<file path="config.mk">
export PLATFORM = sky130hd
export DESIGN_NAME = hub_port_power_role_ctrl
export DESIGN_NICKNAME = d
export VERILOG_FILES = /design/src/verilog/hub_port_power_role_ctrl.v /design/src/verilog/pin_sync2.v
export VERILOG_INCLUDE_DIRS = /design/src /design/src/verilog
export SDC_FILE = /design/constraint.sdc
export NUM_CORES = 1
export LEC_CHECK = 0
export ABC_AREA = 1
export BUFFER_PORTS_ARGS = -buffer_cell sky130_fd_sc_hd__buf_2
export CAP_MARGIN = 20
export CORE_MARGIN = 5
export CORE_UTILIZATION = 49
export CTS_CLUSTER_DIAMETER = 80
export CTS_CLUSTER_SIZE = 24
export DETAILED_ROUTE_END_ITERATION = 10
export PLACE_DENSITY = 0.76
export SLEW_MARGIN = 20
export SYNTH_ARGS = -nofsm -noshare
export SYNTH_HDL_FRONTEND = slang
export SYNTH_HIERARCHICAL = 1
export SYNTH_SLANG_ARGS = --single-unit
</file>
<file path="constraint.sdc">
create_clock -name ref_clk -period 1.6 [get_ports ref_clk]
set_input_delay 0.24 -clock ref_clk [delete_from_list [all_inputs] [get_ports ref_clk]]
set_output_delay 0.24 -clock ref_clk [all_outputs]
set_load 0.05 [all_outputs]
</file>
<file path="src/verilog/hub_port_ctrl_regs.vh">
`ifndef HUB_PORT_CTRL_REGS_VH
`define HUB_PORT_CTRL_REGS_VH

// ----------------------------------------------------------------
// Register byte offsets.
// ----------------------------------------------------------------
`define OFS_CTRL        8'h00
`define OFS_PORT_CFG_EN 8'h04
`define OFS_PORT_HOST   8'h08
`define OFS_STATUS      8'h0C
`define OFS_INT_STAT    8'h10
`define OFS_INT_MASK    8'h14
`define OFS_SPARE_IO    8'h18

// ----------------------------------------------------------------
// Field positions.
// ----------------------------------------------------------------
`define CTRL_GANGED     0
`define CTRL_ROM_DIS    1
`define CTRL_PWR_DOWN   2
`define SPARE_OUT       0
`define SPARE_OE        1
`define ST_ROLE         7
`define ST_ATTACH_LSB   8
`define ST_SPARE_IN     12
`define ST_DATA_IN      13
`define INT_ROLE        7
`define INT_ATTACH_LSB  8

// ----------------------------------------------------------------
// Reset values.
// ----------------------------------------------------------------
`define RST_CTRL        3'h0
`define RST_PORT_EN     7'h7F
`define RST_INT_MASK    12'h000
`define RST_SPARE_IO    2'h0

// ----------------------------------------------------------------
// Bus answers.
// ----------------------------------------------------------------
`define RESP_OKAY       2'h0
`define RESP_SLVERR     2'h2

`endif

</file>
<file path="src/verilog/hub_port_power_role_ctrl.v">
// What this block does
// Enabled port: power pin released as input with pull-up, enabling power.
// Enabled port: low on its power pin is an overcurrent for it.
// Disabled port, by configuration or host: power pin driven low, in ganged mode only when all ports are disabled.
// Ganged mode: shared power pin is the power pin for all ports.
// Role-swap request low: port 0 upstream, port 1 downstream.
// Role-swap request high: port 0 downstream, port 1 upstream.
// Role-swap indicator shows 0 default, 1 swapped.
// ROM enabled: chip select held high in power-down.
// ROM disable bit set: serial clock pin becomes spare I/O four.
// ROM enabled: serial clock held low throughout reset.
// Data pins carry ROM traffic only when ROM enabled, else released.
// Board terminates unused ROM pins per their alternate functions.
// Each attach input 1 powers its SuperSpeed PHY, 0 powers it off.
// Legacy connector boards tie all attach inputs high.
// Role, attach, shared power and sense inputs pass two flip-flops.
`timescale 1ns/1ps
`include "hub_port_ctrl_regs.vh"

module hub_port_power_role_ctrl #(
   parameter NPORT   = 7,
   parameter NATTACH = 4
) (
   input  wire               ref_clk,
   input  wire               rst_n,
   input  wire               clkEn,
   input  wire [7:0]         s_axi_awaddr,
   input  wire               s_axi_awvalid,
   output reg                s_axi_awready,
   input  wire [31:0]        s_axi_wdata,
   input  wire [3:0]         s_axi_wstrb,
   input  wire               s_axi_wvalid,
   output reg                s_axi_wready,
   output reg  [1:0]         s_axi_bresp,
   output reg                s_axi_bvalid,
   input  wire               s_axi_bready,
   input  wire [7:0]         s_axi_araddr,
   input  wire               s_axi_arvalid,
   output reg                s_axi_arready,
   output reg  [31:0]        s_axi_rdata,
   output reg  [1:0]         s_axi_rresp,
   output reg                s_axi_rvalid,
   input  wire               s_axi_rready,
   output reg                irq_r,
   input  wire [NPORT-1:0]   portPowerSensePin,
   output reg  [NPORT-1:0]   portPowerOut_r,
   output reg  [NPORT-1:0]   portPowerOe_r,
   output reg  [NPORT-1:0]   portPullupEn_r,
   input  wire               sharedPowerPin,
   output reg                sharedPowerOut_r,
   output reg                sharedPowerOe_r,
   output reg                sharedPullupEn_r,
   input  wire               roleSwapRequest,
   output reg                roleSwapIndicator_r,
   output reg                port0Upstream_r,
   output reg                port1Upstream_r,
   input  wire [NATTACH-1:0] typecAttachIn,
   output reg  [NATTACH-1:0] phyPowerOn_r,
   input  wire               romEngChipSelN,
   input  wire               romEngClk,
   input  wire               romEngDataOut,
   output reg                romEngDataIn_r,
   output reg                romChipSelN_r,
   input  wire               romClkPin,
   output reg                romClkOut_r,
   output reg                romClkOe_r,
   output reg                romDataOut_r,
   output reg                romDataOe_r,
   input  wire               romDataInPin
);

   // ----------------------------------------------------------------
   // Pin synchronisers.
   // ----------------------------------------------------------------
   localparam SW = NPORT + NATTACH + 4;

   wire [SW-1:0]      syncAll;
   wire [NPORT-1:0]   senseSync;
   wire [NATTACH-1:0] attachSync;
   wire               sharedSync;
   wire               roleSync;
   wire               clkPinSync;
   wire               dataInSync;

   pin_sync2 #(
      .WIDTH (SW)
   ) u_sync (
      .ref_clk (ref_clk),
      .rst_n   (rst_n),
      .clkEn   (clkEn),
      .asyncIn ({romDataInPin, romClkPin, roleSwapRequest, sharedPowerPin,
                 typecAttachIn, portPowerSensePin}),
      .syncOut (syncAll)
   );

   assign senseSync  = syncAll[NPORT-1:0];
   assign attachSync = syncAll[NPORT+NATTACH-1:NPORT];
   assign sharedSync = syncAll[NPORT+NATTACH];
   assign roleSync   = syncAll[NPORT+NATTACH+1];
   assign clkPinSync = syncAll[NPORT+NATTACH+2];
   assign dataInSync = syncAll[NPORT+NATTACH+3];

   // ----------------------------------------------------------------
   // Register state.
   // ----------------------------------------------------------------
   reg  [2:0]         ctrl_r;
   reg  [NPORT-1:0]   portCfgEn_r;
   reg  [NPORT-1:0]   portHostEn_r;
   reg  [11:0]        intStat_r;
   reg  [11:0]        intMask_r;
   reg  [1:0]         spareIo_r;
   reg  [NPORT-1:0]   ocPrev_r;
   reg  [NATTACH-1:0] attachPrev_r;
   reg                rolePrev_r;
   reg  [7:0]         awAddr_r;
   reg  [31:0]        wData_r;
   reg  [3:0]         wStrb_r;
   reg                awHeld_r;
   reg                wHeld_r;

   wire ganged  = ctrl_r[`CTRL_GANGED];
   wire romEn   = ~ctrl_r[`CTRL_ROM_DIS];
   wire pwrDown = ctrl_r[`CTRL_PWR_DOWN];

   // ----------------------------------------------------------------
   // Per-port power and overcurrent.
   // ----------------------------------------------------------------
   wire [NPORT-1:0] portOn;
   wire [NPORT-1:0] ocNow;
   wire [NPORT-1:0] pinOe_nxt;
   wire [NPORT-1:0] pinPu_nxt;

   genvar gi;
   generate
      for (gi = 0; gi < NPORT; gi = gi + 1) begin : g_port
         assign portOn[gi]    = portCfgEn_r[gi] & portHostEn_r[gi];
         assign pinPu_nxt[gi] = ~ganged & portOn[gi];
         assign pinOe_nxt[gi] = ~ganged & ~portOn[gi];
         assign ocNow[gi]     = portOn[gi] & ~(ganged ? sharedSync : senseSync[gi]);
      end
   endgenerate

   wire anyOn = |portOn;

   // ----------------------------------------------------------------
   // Interrupt events.
   // ----------------------------------------------------------------
   wire [11:0] evSet = {attachSync ^ attachPrev_r, roleSync ^ rolePrev_r, ocNow & ~ocPrev_r};

   // ----------------------------------------------------------------
   // Bus write decode.
   // ----------------------------------------------------------------
   wire [31:0] wMask = {{8{wStrb_r[3]}}, {8{wStrb_r[2]}}, {8{wStrb_r[1]}}, {8{wStrb_r[0]}}};
   wire [31:0] wVal  = wData_r & wMask;
   wire        doWr  = awHeld_r & wHeld_r & ~s_axi_bvalid;
   wire        wrHit = (awAddr_r == `OFS_CTRL) || (awAddr_r == `OFS_PORT_CFG_EN) ||
                       (awAddr_r == `OFS_PORT_HOST) || (awAddr_r == `OFS_STATUS) ||
                       (awAddr_r == `OFS_INT_STAT) || (awAddr_r == `OFS_INT_MASK) ||
                       (awAddr_r == `OFS_SPARE_IO);

   reg [11:0] w1c;

   always @* begin
      w1c = 12'h000;
      if (doWr && awAddr_r == `OFS_INT_STAT) begin
         w1c = wVal[11:0];
      end
   end

   // ----------------------------------------------------------------
   // Bus read decode.
   // ----------------------------------------------------------------
   reg [31:0] rdVal;
   reg        rdHit;

   always @* begin
      rdVal = 32'h0000_0000;
      rdHit = 1'b1;
      case (s_axi_araddr)
         `OFS_CTRL: begin
            rdVal[2:0] = ctrl_r;
         end
         `OFS_PORT_CFG_EN: begin
            rdVal[NPORT-1:0] = portCfgEn_r;
         end
         `OFS_PORT_HOST: begin
            rdVal[NPORT-1:0] = portHostEn_r;
         end
         `OFS_STATUS: begin
            rdVal[NPORT-1:0] = ocPrev_r;
            rdVal[`ST_ROLE] = roleSwapIndicator_r;
            rdVal[`ST_ATTACH_LSB+NATTACH-1:`ST_ATTACH_LSB] = phyPowerOn_r;
            rdVal[`ST_SPARE_IN] = clkPinSync;
            rdVal[`ST_DATA_IN] = dataInSync;
         end
         `OFS_INT_STAT: begin
            rdVal[11:0] = intStat_r;
         end
         `OFS_INT_MASK: begin
            rdVal[11:0] = intMask_r;
         end
         `OFS_SPARE_IO: begin
            rdVal[1:0] = spareIo_r;
         end
         default: begin
            rdHit = 1'b0;
         end
      endcase
   end

   // ----------------------------------------------------------------
   // Bus handshakes.
   // ----------------------------------------------------------------
   always @(posedge ref_clk or negedge rst_n) begin
      if (!rst_n) begin
         s_axi_awready <= 1'b0;
         s_axi_wready  <= 1'b0;
         s_axi_bvalid  <= 1'b0;
         s_axi_bresp   <= `RESP_OKAY;
         s_axi_arready <= 1'b0;
         s_axi_rvalid  <= 1'b0;
         s_axi_rresp   <= `RESP_OKAY;
         s_axi_rdata   <= 32'h0000_0000;
         awHeld_r      <= 1'b0;
         wHeld_r       <= 1'b0;
         awAddr_r      <= 8'h00;
         wData_r       <= 32'h0000_0000;
         wStrb_r       <= 4'h0;
      end else if (clkEn) begin
         s_axi_awready <= ~awHeld_r & ~s_axi_awready & s_axi_awvalid;
         s_axi_wready  <= ~wHeld_r & ~s_axi_wready & s_axi_wvalid;
         if (s_axi_awvalid && s_axi_awready) begin
            awHeld_r <= 1'b1;
            awAddr_r <= s_axi_awaddr;
         end
         if (s_axi_wvalid && s_axi_wready) begin
            wHeld_r <= 1'b1;
            wData_r <= s_axi_wdata;
            wStrb_r <= s_axi_wstrb;
         end
         if (doWr) begin
            s_axi_bvalid <= 1'b1;
            s_axi_bresp  <= wrHit ? `RESP_OKAY : `RESP_SLVERR;
            awHeld_r     <= 1'b0;
            wHeld_r      <= 1'b0;
         end else if (s_axi_bvalid && s_axi_bready) begin
            s_axi_bvalid <= 1'b0;
         end
         s_axi_arready <= ~s_axi_arready & ~s_axi_rvalid & s_axi_arvalid;
         if (s_axi_arvalid && s_axi_arready) begin
            s_axi_rvalid <= 1'b1;
            s_axi_rdata  <= rdVal;
            s_axi_rresp  <= rdHit ? `RESP_OKAY : `RESP_SLVERR;
         end else if (s_axi_rvalid && s_axi_rready) begin
            s_axi_rvalid <= 1'b0;
         end
      end
   end

   // ----------------------------------------------------------------
   // Software registers and interrupts.
   // ----------------------------------------------------------------
   always @(posedge ref_clk or negedge rst_n) begin
      if (!rst_n) begin
         ctrl_r       <= `RST_CTRL;
         portCfgEn_r  <= `RST_PORT_EN;
         portHostEn_r <= `RST_PORT_EN;
         intMask_r    <= `RST_INT_MASK;
         spareIo_r    <= `RST_SPARE_IO;
         intStat_r    <= 12'h000;
         irq_r        <= 1'b0;
         ocPrev_r     <= {NPORT{1'b0}};
         attachPrev_r <= {NATTACH{1'b0}};
         rolePrev_r   <= 1'b0;
      end else if (clkEn) begin
         if (doWr) begin
            case (awAddr_r)
               `OFS_CTRL: begin
                  ctrl_r <= (ctrl_r & ~wMask[2:0]) | wVal[2:0];
               end
               `OFS_PORT_CFG_EN: begin
                  portCfgEn_r <= (portCfgEn_r & ~wMask[NPORT-1:0]) | wVal[NPORT-1:0];
               end
               `OFS_PORT_HOST: begin
                  portHostEn_r <= (portHostEn_r & ~wMask[NPORT-1:0]) | wVal[NPORT-1:0];
               end
               `OFS_INT_MASK: begin
                  intMask_r <= (intMask_r & ~wMask[11:0]) | wVal[11:0];
               end
               `OFS_SPARE_IO: begin
                  spareIo_r <= (spareIo_r & ~wMask[1:0]) | wVal[1:0];
               end
               default: begin
                  ctrl_r <= ctrl_r;
               end
            endcase
         end
         ocPrev_r     <= ocNow;
         attachPrev_r <= attachSync;
         rolePrev_r   <= roleSync;
         intStat_r    <= (intStat_r & ~w1c) | evSet;
         irq_r        <= |(((intStat_r & ~w1c) | evSet) & intMask_r);
      end
   end

   // ----------------------------------------------------------------
   // Pin drive.
   // ----------------------------------------------------------------
   always @(posedge ref_clk or negedge rst_n) begin
      if (!rst_n) begin
         portPowerOut_r      <= {NPORT{1'b0}};
         portPowerOe_r       <= {NPORT{1'b1}};
         portPullupEn_r      <= {NPORT{1'b0}};
         sharedPowerOut_r    <= 1'b0;
         sharedPowerOe_r     <= 1'b0;
         sharedPullupEn_r    <= 1'b0;
         roleSwapIndicator_r <= 1'b0;
         port0Upstream_r     <= 1'b1;
         port1Upstream_r     <= 1'b0;
         phyPowerOn_r        <= {NATTACH{1'b0}};
         romChipSelN_r       <= 1'b1;
         romClkOut_r         <= 1'b0;
         romClkOe_r          <= 1'b1;
         romDataOut_r        <= 1'b0;
         romDataOe_r         <= 1'b0;
         romEngDataIn_r      <= 1'b0;
      end else if (clkEn) begin
         portPowerOut_r      <= {NPORT{1'b0}};
         portPowerOe_r       <= pinOe_nxt;
         portPullupEn_r      <= pinPu_nxt;
         sharedPowerOut_r    <= 1'b0;
         sharedPowerOe_r     <= ganged & ~anyOn;
         sharedPullupEn_r    <= ganged & anyOn;
         roleSwapIndicator_r <= roleSync;
         port0Upstream_r     <= ~roleSync;
         port1Upstream_r     <= roleSync;
         phyPowerOn_r        <= attachSync;
         romChipSelN_r       <= ~romEn | pwrDown | romEngChipSelN;
         if (romEn) begin
            romClkOut_r <= ~pwrDown & romEngClk;
            romClkOe_r  <= 1'b1;
         end else begin
            romClkOut_r <= spareIo_r[`SPARE_OUT];
            romClkOe_r  <= spareIo_r[`SPARE_OE];
         end
         romDataOut_r        <= romEn & romEngDataOut;
         romDataOe_r         <= romEn;
         romEngDataIn_r      <= romEn & dataInSync;
      end
   end

endmodule

</file>
<file path="src/verilog/pin_sync2.v">
`timescale 1ns/1ps

// ----------------------------------------------------------------
// Two-stage synchroniser for pin inputs.
// ----------------------------------------------------------------
module pin_sync2 #(
   parameter WIDTH = 1
) (
   input  wire             ref_clk,
   input  wire             rst_n,
   input  wire             clkEn,
   input  wire [WIDTH-1:0] asyncIn,
   output wire [WIDTH-1:0] syncOut
);

   reg [WIDTH-1:0] stage1_r;
   reg [WIDTH-1:0] stage2_r;

   always @(posedge ref_clk or negedge rst_n) begin
      if (!rst_n) begin
         stage1_r <= {WIDTH{1'b0}};
         stage2_r <= {WIDTH{1'b0}};
      end else if (clkEn) begin
         stage1_r <= asyncIn;
         stage2_r <= stage1_r;
      end
   end

   assign syncOut = stage2_r;

endmodule

</file>
==> results of run 1 <==
==> kinds of logic (layout without fill, tap and decap cells) <==
family          Yosys count  after routing  share of synthesized area (%)
simple gates            408            408                          23.82
flops                   154            154                          54.70
compound gates          145            145                          11.81
buf+inv                 129            288                          9.004
xor+xnor                  5              5                         0.6167
other cells               1             28                        0.05281
==> layout make-up <==
| type | instances | area share (%) |
|---|---|---|
| clock buffers | 23 | 5.432 |
| repair buffers | 186 | 14.39 |
| inverters | 70 | 2.925 |
| multi-input cells | 586 | 30.47 |
| flip-flops and latches | 154 | 43.25 |
| clock inverters | 9 | 0.9749 |
| well taps | 184 | 2.563 |
==> tightest hold or removal path, stage by stage <==
cell and delay, ns:
buf_2 0.07, nand2_1 0.04, nand2_1 0.05
==> metal layers <==
| metal | GRT usage [%] | wire length, um |
|---|---|---|
| met1 | 29.77 | 7950 |
| met2 | 36.12 | 8695 |
| met3 | 4.187 | 1199 |
| met4 | 9.074 | 465 |
| met5 | 0 | 0 |
==> metrics by stage <==
stage               power, mW  utilization, %
global route            13.12           62.52
CTS                     12.45           62.12
detailed placement      8.488           57.53
global placement        8.389           57.53
floorplan               7.347               -
finish                  12.50           62.52
==> what timing repair did <==
item | 4_1_cts | 5_1_grt
gates resized for setup | 5 | 15
setup buffers | 0 | 1
pin swaps | 0 | 1
hold buffers | 6 | 0
endpoints found under the setup margin | 5 | 25
endpoints found under the hold margin | 37 | 0
==> power by group <==
group / internal [mW] / leakage [nW] / switching [mW]
Clock: 2.31 / 0.284 / 1.59
Sequential: 4.66 / 1.91 / 0.515
Combinational: 1.12 / 2.36 / 2.29
Total: 8.10 / 4.55 / 4.40
==> path summary, 6_finish.rpt <==
| path | endpoint | depth (start not counted) |
|---|---|---|
| setup / recovery | irq_r$_DFFE_PN0P_ | 9 |
| hold / removal | u_sync/stage1_r[10]$_DFFE_PN0P_ | 3 |
| setup reg to reg | irq_r$_DFFE_PN0P_ | 9 |
| hold reg to reg | u_sync/stage1_r[9]$_DFFE_PN0P_ | 2 |
| max in group asynchronous | async pin | 3 |
| min in group asynchronous | awAddr_r[6]$_DFFE_PN0P_ | 2 |
==> cells in the final DEF (no fill, tap or decap), drive strengths merged, types with 7 or more instances in the layout <==
| master | Yosys | routed |
|---|---|---|
| nand2 | 340 | 340 |
| buf | 46 | 180 |
| dfrtp | 130 | 130 |
| o21ai | 102 | 102 |
| inv | 69 | 71 |
| conb | 1 | 28 |
| nor2 | 28 | 28 |
| dfstp | 24 | 24 |
| clkbuf | 13 | 23 |
| nand3 | 20 | 20 |
| a21oi | 14 | 14 |
| nand4 | 7 | 7 |
| a211oi | 7 | 7 |
==> flow_summary.yaml, run 1 <==
detailed_routing:
  remaining_drc_errors: 0
  via_per_inst: 5.101
  postRouteAntennaNets: 0
  post_drt_wl_per_cell_um: 15.11
  drtIter0Drc: 487
  firstDrtPassIters: 5
  drt_wl_total_um: 18310
  vias: 6182
placed_design:
  postPlaceCellArea_mm2: 0.008267
  gp_routability_congestion: 0.8727
  port_buffers: 106
  hpwl_um: 13190
  dp.cells: 1173
  dp_slack_ns: -0.04952
sta:
  clock_skew_ns: 0.007705
  fin_setup_tns_ns: -0.1041
  min_period_ns: 1.704
  report.final.slew_viol_count: 0
  rsz0062_at_grt: "yes"
  finalHoldWorstSlack_ns: 0.01404
  slew_headroom_pct: 66.59
  hold_viol: 0
  setup_viol: 1
  tightest_slew_ns: 0.4966
  finalCritPeriodShare_pct: 106.5
  fin_ws_ns: -0.1041
  fmax_mhz: 586.8
pwr:
  power_leakage_nw: 4.554
  max-vdd-ir-drop_mv: 0.7967
  p_per_area_mw_per_mm2: 1391
worst_setup_path:
  worst-path-buf-inv: 1
  critPathCaptureType: "flip-flop"
  worst_path_most_repeated_cell: "nor2_1"
  crit_required_ns: 1.92
  worstReg2RegStart: "s_axi_bvalid$_DFFE_PN0P_"
  crit_type: "flip-flop to flip-flop"
  reg2reg_slack_ns: -0.10
  crit_family: "simple AND/OR/NAND/NOR gates"
  worstPathArrival_ns: 2.02
  critPathLaunch: "s_axi_bvalid$_DFFE_PN0P_"
  cpPeakStageDelay_ns: 0.42
  worstPathCellList: "nor3_4 -> buf_12 -> nand2_4 -> o21ai_4 -> nand2_2 -> a21oi_2 -> nand2_1 -> nor2_1 -> nor2_1"
  crit_path_start_kind: "flip-flop"
  worstPathMaxFanout: 11
  slowest_stage: "dfrtp_2"
global_route:
  globalRouteOverflowTotal: 0
  antenna_found_initial: 0
  grt_max_degree: 41
  grt_pass1_wl_um: 29480
  track_usage_pct: 22.28
  grt_pass1_vias: 6047
finish:
  seqCellArea_mm2: 0.003885
  synthToLayoutAreaGrowth_pct: 26.52
  final_layout_size_suffix_gt1_share_pct: 26.95
  multi_input_area_mm2: 0.002738
  n_fill_cell: 1252
  nets: 1093
  n_antenna_cell: 0
  fin_area_mm2: 0.008984
  fin_cells: 1212
synth:
  yosysWarningCount: 6
  synth_seq_cells: 154
  postSynthCellCount: 842
  synth-edff-count: 0
  avgSynthCellArea_um2: 8.433
  yosysTopAreaCell: "dfrtp_1"
  synth_area_leaders: "dfrtp_1 46%, nand2_1 18%, dfstp_2 8.9%, o21ai_0 4.8%, inv_1 3.5%"
  ys_top_cells_by_count: "335 x nand2_1, 130 x dfrtp_1, 68 x o21ai_0, 66 x inv_1, 31 x buf_4"
  synthFlopType: "dfrtp_1"
  yosysMostFrequentCell: "nand2_1"
  yosysTopAreaCellShare_pct: 45.81
  synthesis.area_mm2: 0.007101
  ys_async_sr_fraction_pct: 100.0
  ys_seq_area_share_pct: 54.70
  yosysUniqueCellTypes: 45
cts:
  cts_root_buf: "clkbuf_16"
  h-tree-depth: 4
  clk_pin_slew_ns: 0.06
  clock_latency_ns: 0.43
  clock_sinks: 154
  cts_made_buffers: 17
  tritoncts: "done"
  clockBufferDepth: 2
floorplan:
  die_area_mm2: 0.01700
  initial_core_util_pct: 49.42
  io_pins: 157
  rows: 44
  coreArea_mm2: 0.01437
  die_w_um: 130.4
  die_h_um: 130.4
outcome:
  status: "complete, but fails checks"
  violations: "negative setup slack"
worst_hold_path:
  hold_class: "input pin to flip-flop"
  min_from: "typecAttachIn[3]"
flow_run:
  max_cap_viol_count: 0
No activity file was read; power rests on OpenSTA's default activity.
==> run 2: changes to the inputs <==
--- a/config.mk
+++ b/config.mk
@@ -9,6 +9,7 @@
 export ABC_AREA = 1
 export BUFFER_PORTS_ARGS = -buffer_cell sky130_fd_sc_hd__buf_2
 export CAP_MARGIN = 20
+export CORE_ASPECT_RATIO = 1.2
 export CORE_MARGIN = 5
 export CORE_UTILIZATION = 49
 export CTS_CLUSTER_DIAMETER = 80
==> constraint.sdc (replaced) <==
create_clock -name ref_clk -period 1.6 [get_ports ref_clk]
set_input_delay 0.24 -clock ref_clk [delete_from_list [all_inputs] [get_ports ref_clk]]
set_output_delay 0.24 -clock ref_clk [all_outputs]
set_load 0.01 [all_outputs]
==> run 2 against run 1 <==
The flow still finishes with violations (negative setup slack). Cell count fell by 0.83%. Register-to-register slack got worse by 0.02 ns. Total power decreased by 3.2%. Clock-buffer cell count is 4 lower. First-iteration DRC count fell by 8.6%. Flip-flop and latch count unchanged. Critical path type unchanged. Largest power group unchanged.
==> flow_summary.yaml, run 2 (synthesized netlist as in run 1, its figures left out) <==
cts:
  tritoncts: "done"
  clock_latency_ns: 0.42
  clock_sinks: 154
  clockBufferDepth: 2
  cts_made_buffers: 17
  cts_root_buf: "clkbuf_16"
  clk_pin_slew_ns: 0.06
  h-tree-depth: 4
global_route:
  grt_max_degree: 44
  globalRouteOverflowTotal: 0
  track_usage_pct: 21.83
  antenna_found_initial: 0
  grt_pass1_vias: 5950
  grt_pass1_wl_um: 29120
detailed_routing:
  drtIter0Drc: 445
  post_drt_wl_per_cell_um: 15.38
  firstDrtPassIters: 6
  via_per_inst: 5.120
  remaining_drc_errors: 0
  drt_wl_total_um: 18490
  postRouteAntennaNets: 0
  vias: 6154
finish:
  layout_commonest_cell: "nand2_1"
  fin_area_mm2: 0.009069
  nets: 1092
  layout_common_cells: "317 x nand2_1, 130 x dfrtp_1, 105 x buf_2, 65 x inv_1, 64 x buf_4"
  synthToLayoutAreaGrowth_pct: 27.72
  final_layout_size_suffix_gt1_share_pct: 29.60
  n_antenna_cell: 0
pwr:
  power_leakage_nw: 4.616
  max-vdd-ir-drop_mv: 0.8763
  p_int_mw: 8.280
  clkPwrFrac_pct: 33.0
  seqPwrFrac_pct: 42.7
  p_sw_mw: 3.814
  p_per_area_mw_per_mm2: 1334
  power.total_mw: 12.09
  power_switching_share_pct: 31.54
  combPwrFrac_pct: 24.2
sta:
  report.final.slew_viol_count: 0
  fmax_mhz: 579.7
  fin_ws_ns: -0.1251
  hold_viol: 0
  clock_skew_ns: 0.01003
  fin_setup_tns_ns: -1.063
  min_period_ns: 1.725
  setup_viol: 10
  rsz0062_at_grt: "yes"
  finalCritPeriodShare_pct: 107.8
floorplan:
  die_h_um: 141.9
  die_area_mm2: 0.01701
  io_pins: 157
  initial_core_util_pct: 49.68
  rows: 48
  die_w_um: 119.9
  coreArea_mm2: 0.01429
worst_setup_path:
  worstPathArrival_ns: 2.07
  crit_required_ns: 1.95
  reg2reg_slack_ns: -0.13
  worstReg2RegStart: "awAddr_r[1]$_DFFE_PN0P_"
  crit_type: "flip-flop to flip-flop"
  r2r_cells: 9
  crit_path_start_kind: "flip-flop"
  worstPathMaxFanout: 14
  critPathCaptureType: "flip-flop"
placed_design:
  postPlaceCellArea_mm2: 0.008242
  port_buffers: 106
  hpwl_um: 13330
  gp_routability_congestion: 0.9336
  dp_slack_ns: -0.09201
worst_hold_path:
  min_from: "typecAttachIn[1]"
  hold-path-endpoint: "u_sync/stage1_r[8]$_DFFE_PN0P_"
  hold_class: "input pin to flip-flop"
  whs_path_depth: 3
outcome:
  violations: "negative setup slack"
  status: "complete, but fails checks"
flow_run:
  max_cap_viol_count: 0
## run 2: worst max-delay path by stage
stage / to / cells past startpoint / start / slack [ns]
2_1_floorplan: irq_r$_DFFE_PN0P_ / 13 / awAddr_r[1]$_DFFE_PN0P_ / 0.11
3_5_place_dp: s_axi_rdata[7]$_DFFE_PN0P_ / 9 / s_axi_araddr[5] / -0.09
6_report: flip-flop / 9 / awAddr_r[1]$_DFFE_PN0P_ / -0.13
5_1_grt: irq_r$_DFFE_PN0P_ / 13 / awAddr_r[2]$_DFFE_PN0P_ / -0.24
4_1_cts: irq_r$_DFFE_PN0P_ / 13 / awAddr_r[3]$_DFFE_PN0P_ / -0.1
3_3_place_gp: irq_r$_DFFE_PN0P_ / 13 / awAddr_r[1]$_DFFE_PN0P_ / -0.04
## run 2: what timing repair did
action | 4_1_cts | 5_1_grt
setup buffers | 0 | 4
endpoints found under the setup margin | 8 | 28
cloned | 0 | 1
resized for setup | 1 | 50
pin swaps | 1 | 6
hold buffers | 1 | 0
hold endpoints to repair | 33 | 0
## run 2: power groups by stage
stage               Clock [mW]  Combinational (mW)  Sequential [mW]
global placement             0                2.60             5.18
detailed placement           0                2.65             5.20
floorplan                    0                1.44             5.21
global route              4.24                3.26             5.25
CTS                       4.05                2.70             5.15
finish                    4.00                2.93             5.17
## run 2: cell type report
type / count / area, um^2
fillers: 1190 / 5225
flip-flops and latches: 154 / 3884
multi-input cells: 586 / 2830
repair buffers: 185 / 1277
clock buffers: 19 / 452.9
inverters: 70 / 262.8
well taps: 175 / 219.0
clock inverters: 13 / 142.6
## run 2: through the flow
stage | utilization [%] | hold WS [ns] | cells
detailed placement | 57.66 | 0.1990 | 1164
global placement | 57.66 | 0.1937 | 1164
CTS | 61.96 | 0.0009777 | 1197
floorplan | - | -0.05559 | 869
finish | 63.45 | 0.01307 | 1202
global route | 63.45 | 0.007194 | 1202
## run 2: layer usage
layer | share of wire (%) | global-route usage, %
met2 | 51 | 37.71
met3 | 5.3 | 3.907
met4 | 2.9 | 9.891
met1 | 40 | 26.75
met5 | 0 | 0
## run 2: worst max-delay path, cell delays in order, from the launching register on
cell     delay [ns]
dfrtp_1        0.41
buf_4          0.15
buf_4          0.13
nor4_4         0.28
inv_1          0.10
nor3_2         0.15
nand2_1        0.13
buf_12         0.18
nand2_2        0.07
o21ai_2        0.05
==> run 3: changes to the inputs <==
--- a/config.mk
+++ b/config.mk
@@ -6,10 +6,8 @@
 export SDC_FILE = /design/constraint.sdc
 export NUM_CORES = 1
 export LEC_CHECK = 0
-export ABC_AREA = 1
 export BUFFER_PORTS_ARGS = -buffer_cell sky130_fd_sc_hd__buf_2
 export CAP_MARGIN = 20
-export CORE_ASPECT_RATIO = 1.2
 export CORE_MARGIN = 5
 export CORE_UTILIZATION = 49
 export CTS_CLUSTER_DIAMETER = 80
==> run 3 against run 2 <==
The flow still finishes with violations (negative setup slack). Core utilization grew 1.0 points. First-iteration DRC count up 1.6%. Register-to-register slack lost 0.30 ns. Sequential power fell by 3%. Flip-flop and latch count did not move. Cell count fell by 20%. Total power shrank 4.0%. Worst hold slack gained 0.027 ns. Clock power rose by 2%. Die area increased by 1.5%. Critical path depth shrank 4. Critical path type unchanged. Largest power group unchanged.
==> flow_summary.yaml, run 3 <==
outcome:
  status: "complete, but fails checks"
  violations: "negative setup slack"
detailed_routing:
  remaining_drc_errors: 0
  via_per_inst: 5.519
  post_drt_wl_per_cell_um: 19.87
  drtIter0Drc: 452
  drt_wl_total_um: 19190
  firstDrtPassIters: 6
  postRouteAntennaNets: 0
  vias: 5331
worst_setup_path:
  worstPathCellList: "or3_4 -> and4bb_4 -> a31oi_2 -> a2111oi_4 -> a41oi_2"
  crit_path_start_kind: "flip-flop"
  critPathCaptureType: "flip-flop"
  crit_end: "irq_r$_DFFE_PN0P_"
  slowest_stage: "or3_4"
  crit_type: "flip-flop to flip-flop"
  worstPathArrival_ns: 2.30
  r2r_cells: 5
  critPathLaunch: "awAddr_r[5]$_DFFE_PN0P_"
  worstPathMaxFanout: 4
  regToRegEndpoint: "irq_r$_DFFE_PN0P_"
  crit_cells: 5
  cpPeakStageDelay_ns: 0.42
  crit_family: "simple AND/OR/NAND/NOR gates"
  worstReg2RegStart: "awAddr_r[5]$_DFFE_PN0P_"
  crit_required_ns: 1.88
  worst-path-buf-inv: 0
  reg2reg_slack_ns: -0.42
synth:
  ys_async_sr_fraction_pct: 100.0
  yosysMostFrequentCell: "dfrtp_1"
  yosysTopAreaCellShare_pct: 45.08
  synthesis.area_mm2: 0.007217
  yosysWarningCount: 6
  yosysTopAreaCell: "dfrtp_1"
  avgSynthCellArea_um2: 12.40
  yosysUniqueCellTypes: 59
  synth_seq_cells: 154
  synth_area_leaders: "dfrtp_1 45%, mux2_2 11%, dfstp_2 8.7%, mux2_4 6.2%, buf_4 3.0%"
  ys_seq_area_share_pct: 53.81
  synthFlopType: "dfrtp_1"
  postSynthCellCount: 582
  ys_top_cells_by_count: "130 x dfrtp_1, 71 x mux2_2, 57 x nand2_1, 30 x mux2_4, 29 x buf_4"
  synth-edff-count: 0
floorplan:
  rows: 44
  io_pins: 157
  coreArea_mm2: 0.01448
  die_w_um: 131.4
  initial_core_util_pct: 49.84
  die_h_um: 131.4
  die_area_mm2: 0.01726
global_route:
  track_usage_pct: 22.35
  grt_pass1_wl_um: 30920
  antenna_found_initial: 0
  grt_pass1_vias: 5679
  globalRouteOverflowTotal: 0
  grt_max_degree: 44
cts:
  h-tree-depth: 4
  cts_root_buf: "clkbuf_16"
  clock_sinks: 154
  clock_latency_ns: 0.43
  tritoncts: "done"
  clk_pin_slew_ns: 0.06
  clockBufferDepth: 2
  cts_made_buffers: 17
finish:
  synthToLayoutAreaGrowth_pct: 29.39
  nets: 847
  final_layout_size_suffix_gt1_share_pct: 49.36
  n_antenna_cell: 0
  layout_commonest_cell: "dfrtp_1"
  fin_cells: 966
  layout_common_cells: "130 x dfrtp_1, 104 x buf_2, 83 x buf_4, 51 x nand2_1, 51 x mux2_4"
sta:
  fin_ws_ns: -0.4225
  clock_skew_ns: 0.01058
  fmax_mhz: 494.4
  report.final.slew_viol_count: 0
  finalHoldWorstSlack_ns: 0.04035
  fin_setup_tns_ns: -10.60
  min_period_ns: 2.023
  finalCritPeriodShare_pct: 126.4
  setup_viol: 44
  rsz0062_at_grt: "yes"
  hold_viol: 0
worst_hold_path:
  hold_class: "input pin to flip-flop"
pwr:
  max-vdd-ir-drop_mv: 0.8398
  power.total_mw: 11.61
  power_leakage_nw: 4.438
  p_per_area_mw_per_mm2: 1243
flow_run:
  max_cap_viol_count: 0
placed_design:
  dp.cells: 931
  port_buffers: 106
  dp_slack_ns: -0.4505
  gp_routability_congestion: 0.8956
  hpwl_um: 13740
[run 3: cell types whose count changed after synthesis, sizes merged, moves of 20 or more]
cell / before / now
nand2: 340 / 57
o21ai: 102 / 26
inv: 69 / 21
mux2: 0 / 101
o2bb2ai: 0 / 20
[run 3: cells by family after synthesis]
kind of cell    count (synthesis)  synth area share (%)
other cells                     1               0.05196
mux                           107                 18.50
simple gates                  126                 9.380
xor+xnor                        5                0.6068
buf+inv                        74                 5.843
flops                         154                 53.81
compound gates                115                 11.81
[run 3: repair_timing]
action | CTS | global route
buffers inserted | 1 | 2
pin swaps | 9 | 11
hold buffers | 1 | 0
gates resized for setup | 24 | 27
hold endpoints to repair | 35 | 0
setup endpoints to repair | 46 | 55
[run 3: worst min path at each step]
| stage | start | to | cells after the start |
|---|---|---|---|
| global route | s_axi_awaddr[0] | awAddr_r[0]$_DFFE_PN0P_ | 2 |
| global placement | rst_n | wData_r[10]$_DFFE_PN0P_ | 1 |
| finish | romEngDataOut | romDataOut_r$_DFFE_PN0P_ | 2 |
| floorplan | rst_n | async pin | 0 |
| CTS | s_axi_awaddr[5] | awAddr_r[5]$_DFFE_PN0P_ | 2 |
| detailed placement | rst_n | u_sync/stage1_r[9]$_DFFE_PN0P_ | 1 |
[run 3: metal layers]
metal | GRT usage (%) | wire [um] | up-vias
met2 | 36.96 | 9403 | 198
met4 | 6.686 | 367 | 0
met3 | 5.313 | 1153 | 29
met5 | 0 | 0 | -
li1 | - | - | 2437
met1 | 29.47 | 8267 | 2667
[run 3: metrics by stage]
step / cell area (um^2) / utilization [%]
6_report: 9338 / 64.49
5_1_grt: 9338 / 64.49
4_1_cts: 9208 / 63.59
3_5_place_dp: 8474 / 58.53
3_3_place_gp: 8474 / 58.53
2_1_floorplan: 7367 / -
[run 3: final cells by class]
class	instances	area, um^2
flip-flops and latches	154	3884
repair buffers	194	1256
clock inverters	12	147.6
inverters	21	78.83
fillers	1101	5141
clock buffers	20	456.7
multi-input cells	381	3284
well taps	184	230.2
[run 3: power by group]
part	internal [mW]	switching [mW]
combinational	1.33	1.16
sequential	4.50	0.536
clock	2.52	1.56
